File: src/hdl/pas_pkg.sv
// Package for the pipelined sample output block: widths, codes, timing.
// Assumes a single 25 MHz system clock domain.
package pas_pkg;

    // ------------------------------------------------------------
    // Data format
    // ------------------------------------------------------------
    localparam int unsigned WORD_W = 12;
    localparam logic [11:0] CODE_MAX = 12'h7ff;
    localparam logic [11:0] CODE_MIN = 12'h800;
    localparam logic [11:0] WORD_RST = 12'h000;
    localparam int unsigned PIPE_DEPTH = 3;

    // ------------------------------------------------------------
    // Timing
    // ------------------------------------------------------------
    localparam int unsigned CLK_PERIOD_NS = 40;
    localparam int unsigned CONV_TIME_NS = 150;
    // Longest time, rounded down to whole cycles.
    localparam int unsigned CONV_CYC = CONV_TIME_NS / CLK_PERIOD_NS;
    localparam int unsigned IDLE_TIME_US = 1000;
    localparam int unsigned IDLE_CYC_DEF = IDLE_TIME_US * 1000 / CLK_PERIOD_NS;
    localparam int unsigned IDLE_W = 16;

    // ------------------------------------------------------------
    // Modes
    // ------------------------------------------------------------
    typedef enum logic [1:0] {
        PAS_REF_HIGH = 2'b00,
        PAS_REF_LOW = 2'b01,
        PAS_REF_EXT = 2'b10
    } pas_ref_e;

    typedef enum logic [0:0] {
        PAS_GAIN_2X = 1'b0,
        PAS_GAIN_1X = 1'b1
    } pas_gain_e;

    // One digitised sample travelling through the pipeline.
    typedef struct packed {
        logic valid;
        logic [11:0] code;
    } pas_stage_s;

    // Strap inputs for reference mode: ground, tied to ref, tied to supply.
    typedef struct packed {
        logic tied_ref;
        logic tied_supply;
    } pas_strap_s;

endpackage : pas_pkg

File: src/hdl/pas_refresh_timer.sv
// Idle refresh timer: pulses when no conversion start was seen for long.
// Assumes conv_start_i is a one-cycle pulse in the ref_clk_i domain.
`timescale 1ns/1ps
module pas_refresh_timer #(
    parameter logic [15:0] IDLE_CYC = 16'(pas_pkg::IDLE_CYC_DEF)
) (
    // Clock and reset
    input wire logic ref_clk_i,
    input wire logic sys_rst_i,
    // Activity
    input wire logic conv_start_i,
    // Refresh
    output logic refresh_o
);
    logic [15:0] idle_cnt_r;
    logic [15:0] idle_cnt_nxt;
    wire at_limit = (idle_cnt_r == IDLE_CYC - 16'h0001);

    assign idle_cnt_nxt = (conv_start_i || at_limit) ? 16'h0000
                                                      : idle_cnt_r + 16'h0001;
    assign refresh_o = at_limit && !conv_start_i;

    always_ff @(posedge ref_clk_i or posedge sys_rst_i) begin
        if (sys_rst_i) begin
            idle_cnt_r <= 16'h0000;
        end else begin
            idle_cnt_r <= idle_cnt_nxt;
        end
    end
endmodule : pas_refresh_timer

File: src/hdl/pas_sample_out.sv
// Digital core of a 12-bit pipelined converter: start, latency, output word.
// Assumes the conversion clock is a level sampled on ref_clk_i and the
// digitised code arrives from the analog front end at each start.
`timescale 1ns/1ps

module pas_sample_out #(
    parameter logic [15:0] IDLE_CYC = 16'(pas_pkg::IDLE_CYC_DEF)
) (
    // Clock and reset
    input wire logic ref_clk_i,
    input wire logic sys_rst_i,
    // Conversion clock from capture logic
    input wire logic conv_clk_i,
    // Digitised differential input from the front end
    input wire logic [11:0] front_code_i,
    // Straps
    input wire logic gain_sel_i,
    input wire pas_pkg::pas_strap_s ref_strap_i,
    // Results
    output logic [11:0] sample_word_out,
    output logic overflow_flag,
    output logic result_update_o,
    // Front-end controls
    output logic sample_hold_o,
    output pas_pkg::pas_gain_e pga_gain_o,
    output pas_pkg::pas_ref_e ref_mode_o,
    output logic ref_driver_en_o,
    output logic refresh_o
);
    // ------------------------------------------------------------
    // Conversion start detection
    // ------------------------------------------------------------
    logic conv_clk_r;
    wire conv_start = conv_clk_i && !conv_clk_r;

    always_ff @(posedge ref_clk_i or posedge sys_rst_i) begin
        if (sys_rst_i) begin
            conv_clk_r <= 1'b0;
        end else begin
            conv_clk_r <= conv_clk_i;
        end
    end

    // Both inputs are captured by one strobe, so they share the instant.
    assign sample_hold_o = conv_start;

    // ------------------------------------------------------------
    // Pipeline, advanced once per conversion start
    // ------------------------------------------------------------
    // The output register below is the last of the three stages.
    pas_pkg::pas_stage_s stage_r [pas_pkg::PIPE_DEPTH - 1];

    genvar gi;
    generate
        for (gi = 0; gi < pas_pkg::PIPE_DEPTH - 1; gi++) begin : g_stage
            pas_pkg::pas_stage_s stage_nxt;
            if (gi == 0) begin : g_first
                assign stage_nxt = '{valid: 1'b1, code: front_code_i};
            end else begin : g_next
                assign stage_nxt = stage_r[gi-1];
            end
            always_ff @(posedge ref_clk_i or posedge sys_rst_i) begin
                if (sys_rst_i) begin
                    stage_r[gi] <= '{valid: 1'b0, code: pas_pkg::WORD_RST};
                end else if (conv_start) begin
                    stage_r[gi] <= stage_nxt;
                end
            end
        end
    endgenerate

    // ------------------------------------------------------------
    // Output register
    // ------------------------------------------------------------
    // The second start after sampling pushes the result onto the pins;
    // the result from stage two lands here on the clock edge that ends that start,
    // with no wait for the conversion time, since CONV_CYC is not used here.
    wire ready_now = conv_start && stage_r[1].valid;
    logic [11:0] word_r;
    logic [11:0] word_nxt;
    logic ovf_r;
    logic ovf_nxt;
    logic upd_r;

    assign word_nxt = ready_now ? stage_r[1].code : word_r;
    assign ovf_nxt = ready_now ? ((stage_r[1].code == pas_pkg::CODE_MAX) ||
                     (stage_r[1].code == pas_pkg::CODE_MIN)) : ovf_r;

    always_ff @(posedge ref_clk_i or posedge sys_rst_i) begin
        if (sys_rst_i) begin
            word_r <= pas_pkg::WORD_RST;
            ovf_r <= 1'b0;
            upd_r <= 1'b0;
        end else begin
            word_r <= word_nxt;
            ovf_r <= ovf_nxt;
            upd_r <= ready_now;
        end
    end

    assign sample_word_out = word_r;
    assign overflow_flag = ovf_r;
    assign result_update_o = upd_r;

    // ------------------------------------------------------------
    // Straps
    // ------------------------------------------------------------
    assign pga_gain_o = gain_sel_i ? pas_pkg::PAS_GAIN_1X
                                   : pas_pkg::PAS_GAIN_2X;
    assign ref_mode_o = ref_strap_i.tied_supply ? pas_pkg::PAS_REF_EXT :
                        ref_strap_i.tied_ref ? pas_pkg::PAS_REF_LOW :
                        pas_pkg::PAS_REF_HIGH;
    assign ref_driver_en_o = !ref_strap_i.tied_supply;

    // ------------------------------------------------------------
    // Idle refresh
    // ------------------------------------------------------------
    pas_refresh_timer #(
        .IDLE_CYC(IDLE_CYC)
    ) u_refresh (
        .ref_clk_i(ref_clk_i),
        .sys_rst_i(sys_rst_i),
        .conv_start_i(conv_start),
        .refresh_o(refresh_o)
    );

    // Helpers: codes of the last two starts and a count of starts since
    // reset that holds at two, kept apart from the pipeline so that its latency is checked.
    logic [11:0] code_d1_r;
    logic [11:0] code_d2_r;
    logic [1:0] fill_r;
    wire fill_done = (fill_r == 2'h2);

    always_ff @(posedge ref_clk_i or posedge sys_rst_i) begin
        if (sys_rst_i) begin
            code_d1_r <= pas_pkg::WORD_RST;
            code_d2_r <= pas_pkg::WORD_RST;
            fill_r <= 2'h0;
        end else if (conv_start) begin
            code_d1_r <= front_code_i;
            code_d2_r <= code_d1_r;
            fill_r <= fill_done ? fill_r : fill_r + 2'h1;
        end
    end
endmodule : pas_sample_out

File: config.mk
export PLATFORM = sky130hd
export DESIGN_NAME = pas_sample_out
export DESIGN_NICKNAME = d
export VERILOG_FILES = /design/src/hdl/pas_pkg.sv /design/src/hdl/pas_refresh_timer.sv /design/src/hdl/pas_sample_out.sv
export SDC_FILE = /design/constraint.sdc
export NUM_CORES = 1
export LEC_CHECK = 0
export BUFFER_PORTS_ARGS = -buffer_cell sky130_fd_sc_hd__buf_4
export CORE_MARGIN = 8
export CORE_UTILIZATION = 40
export CTS_CLUSTER_SIZE = 28
export DETAILED_ROUTE_END_ITERATION = 10
export PLACE_DENSITY_LB_ADDON = 0.2
export SYNTH_ARGS = -nofsm -noshare
export SYNTH_HDL_FRONTEND = slang
export SYNTH_SLANG_ARGS = --single-unit
File: constraint.sdc
create_clock -name ref_clk_i -period 2.5 [get_ports ref_clk_i]
set_input_delay 0.5 -clock ref_clk_i [delete_from_list [all_inputs] [get_ports ref_clk_i]]
set_output_delay 0.5 -clock ref_clk_i [all_outputs]
set_load 0.1 [all_outputs]
==> metrics.csv <==
stage;metric;value;unit
status;outcome;complete, but fails checks;
status;violations;setup timing;
hold_path;hp-class;in2async;
cts;cts.path.max_buffers;2;
synthesis;synth_fa_ha_area_share;0.531;%
worst_setup_path;r2r_start;u_refresh.idle_cnt_r[6];
power_and_ir_drop;switchingPower;0.00117;W
power_and_ir_drop;pwr_density_cell;1060;mW/mm2
power_and_ir_drop;p_seq_share;38.8;%
synthesis;synth-seq-cells;57;
finish;postLayoutCoreUtil;51.0;%
routing;first_iter_violations;72;
routing;firstDrtPassIters;4;
grt;grt_pass1_wl;7850;um
routing;vias_per_cell;4.93;
grt;grt_pass1_vias;1619;
cts;cts_tree;built;
flow_run;max-cap-violations;0;
finish;layout.area.seq;0.00143;mm2
timing;drv_slew;0;
timing;final.period_utilization;103;%
power_and_ir_drop;power;0.00313;W
worst_setup_path;cp-start-kind;flop;
finish;antenna_cells;0;
power_and_ir_drop;switching_share;37.3;%
floorplan;die_x;92.8;um
grt;overflow;0;
cts;cts_root_buf;clkbuf_8;
worst_setup_path;slowest_delay;560;ps
power_and_ir_drop;p_int;0.00196;W
placement;place_congestion;0.811;
placement;hpwl;3070;um
synthesis;synthMuxAreaShare;17.7;%
synthesis;ys_top_cells_by_area;dfrtp_1, mux2_2, xnor2_1, nor2_1, nand4_1;
placement;io_buffers;35;
timing;setup_slack;-79.1;ps
floorplan;initial_core_util;40.5;%
power_and_ir_drop;peakVddDrop;0.000775;V
timing;finalHoldViolCount;0;
timing;tns;-79.1;ps
timing;rsz0062_at_grt;yes;
cts;numCtsBuffers;9;
timing;layout_min_cycle_time;2580;ps
grt;grt_max_degree;32;
timing;setup_viol;1;
worst_setup_path;critPathBufInv;1;
worst_setup_path;end_kind;output port;
worst_setup_path;path_cells;or4_1 > or4_4 > nor2_4 > buf_12;
worst_setup_path;critical_path_class;reg2out;
synthesis;synth_xor_area_share;5.20;%
floorplan;die_y;92.8;um
timing;tightest_slew;612;ps
routing;drtAntennaViolNets;0;
placement;place_area;0.00272;mm2
synthesis;ys_seq_area_share;60.5;%
routing;drt_wl_total;4390;um
cts;clkLatencyLatePin;330;ps
synthesis;synth_top_family_by_area;multiplexers;
cts;clk_pin_slew_worst_paths;70;ps
power_and_ir_drop;leakage;1.30;nW
synthesis;ys.warnings.count;0;
finish;multi_input_area;867;um2
cts;clock-sinks;57;
worst_setup_path;critPathCapture;refresh_o;
finish;fin_nets;243;
synthesis;synthCells;180;
finish;mostFrequentLayoutCell;dfrtp_1;
synthesis;synth_fp_nets;199;
cts;cts_hold_buf;0;
timing;fin_worst_skew;4.35;ps
worst_setup_path;arrival;2080;ps
floorplan;core_area;0.00582;mm2
synthesis;synth-simple-area-share;12.5;%
routing;vias;1498;
power_and_ir_drop;p_clk_share;31.1;%
grt;gr-usage-all-layers;11.6;%
cts;htreeDepth;3;
timing;max_freq;388;MHz
floorplan;ios;38;
floorplan;num_rows;28;
worst_setup_path;cp.depth;4;
finish;num-fill-cells;573;
worst_setup_path;r2r_cells;4;
finish;stdcell_area;0.00296;mm2
synthesis;yosys.area.top_type;dfrtp_1;
routing;route.detailed.drc;0;
power_and_ir_drop;comb_power_share;30.1;%
worst_setup_path;crit_family;simple AND/OR/NAND/NOR gates;
synthesis;syn_area_per_cell;13.1;um2
floorplan;dieArea;0.00861;mm2
worst_setup_path;rr_endpoint;u_refresh.idle_cnt_r[10];
synthesis;synth_cell_type_count;25;
worst_setup_path;r2r_slack;660;ps
synthesis;synth_top_area_share;60.5;%
finish;final_cell_mix;dfrtp_1, buf_4, mux2_2, nor2_1, xnor2_1;
synthesis;synth_compound_area_share;0.478;%
routing;wl_per_cell;14.4;um
synthesis;synthesis.area;0.00236;mm2
worst_setup_path;cp-startpoint;u_refresh.idle_cnt_r[6];
timing;relSlewSlack;59.1;%
worst_setup_path;cp_max_fo;2;
grt;antenna_found_initial;0;
worst_setup_path;crit_slowest_cell;or4_4;
worst_setup_path;required;2000;ps
finish;drive_gt1_share;43.2;%
finish;area_growth;25.7;%
==> flip-flops by register name, indices dropped and copies added, names as in the netlist <==
name                  count
conv_clk_r                1
g_stage.stage_nxt        13
result_update_o           1
u_refresh.idle_cnt_r     16
overflow_flag             1
stage_r                  13
sample_word_out          12
==> stage by stage <==
stage / hold WS [ps] / setup WS [ps] / cells
2_1_floorplan: 428 / 28.9 / 180
3_3_place_gp: 445 / 167 / 287
3_5_place_dp: 453 / 156 / 287
4_1_cts: 245 / -90.4 / 304
5_1_grt: 273 / -144 / 304
6_report: 235 / -79.1 / 304
==> area by class of cell <==
class | count | share of cell area (%)
repair buffers | 40 | 11.0
clock inverters | 5 | 2.62
multi-input cells | 110 | 29.3
clock buffers | 11 | 5.11
well taps | 75 | 3.17
inverters | 6 | 0.760
flip-flops and latches | 57 | 48.1
==> Yosys cell counts, drive strengths merged <==
library cell   n
a31oi          1
buf            4
clkbuf         3
dfrtp         57
ha             1
inv            6
mux2          37
nand2          6
nand2b         1
nand3          4
nand4          6
nand4b         1
nor2          20
nor2b          2
nor3           5
nor4           6
nor4b          1
o21ai          1
or2            1
or4            3
xnor2         12
xor2           2
==> metal layers <==
metal	share of wire [%]	up-vias	wire length (um)	GRT usage (%)
met3	4.5	13	198	2.99
met1	46	741	2030	14.5
met5	0	-	0	0
li1	-	713	-	-
met2	46	31	2030	17.2
met4	3.1	0	134	8.46
==> power groups by stage <==
| stage | clock, W | sequential [W] | combinational [W] |
|---|---|---|---|
| 4_1_cts | 0.00100 | 0.00122 | 0.000952 |
| 6_report | 0.000975 | 0.00122 | 0.000941 |
| 5_1_grt | 0.00103 | 0.00125 | 0.000988 |
| 3_5_place_dp | 0 | 0.00123 | 0.000951 |
| 2_1_floorplan | 0 | 0.00171 | 0.000257 |
| 3_3_place_gp | 0 | 0.00123 | 0.000944 |
==> worst min path at each step <==
| stage | startpoint | to | slack, ps | cells past startpoint |
|---|---|---|---|---|
| 2_1_floorplan | u_refresh.idle_cnt_r[0] | u_refresh.idle_cnt_r[0] | 430 | 1 |
| 3_3_place_gp | u_refresh.idle_cnt_r[0] | u_refresh.idle_cnt_r[0] | 440 | 1 |
| 3_5_place_dp | u_refresh.idle_cnt_r[0] | u_refresh.idle_cnt_r[0] | 450 | 1 |
| 4_1_cts | sys_rst_i | g_stage[1].stage_nxt[1] | 250 | 2 |
| 5_1_grt | conv_clk_i | conv_clk_r | 270 | 1 |
| 6_report | sys_rst_i | g_stage[1].stage_nxt[1] | 230 | 2 |
==> kinds of logic after synthesis <==
kind of cell,count (synthesis)
flip-flops,57
AND/OR/NAND/NOR,56
multiplexers,37
XOR/XNOR,14
buffers and inverters,13
AO/OA/AOI/OAI,2
adder cells (fa/ha/maj),1
==> what timing repair did <==
item / 4_1_cts / 5_1_grt
gates resized for setup: 3 / 0
setup buffers: 1 / 0
setup endpoints to repair: 1 / 1
(Power assumes the default switching activity.)
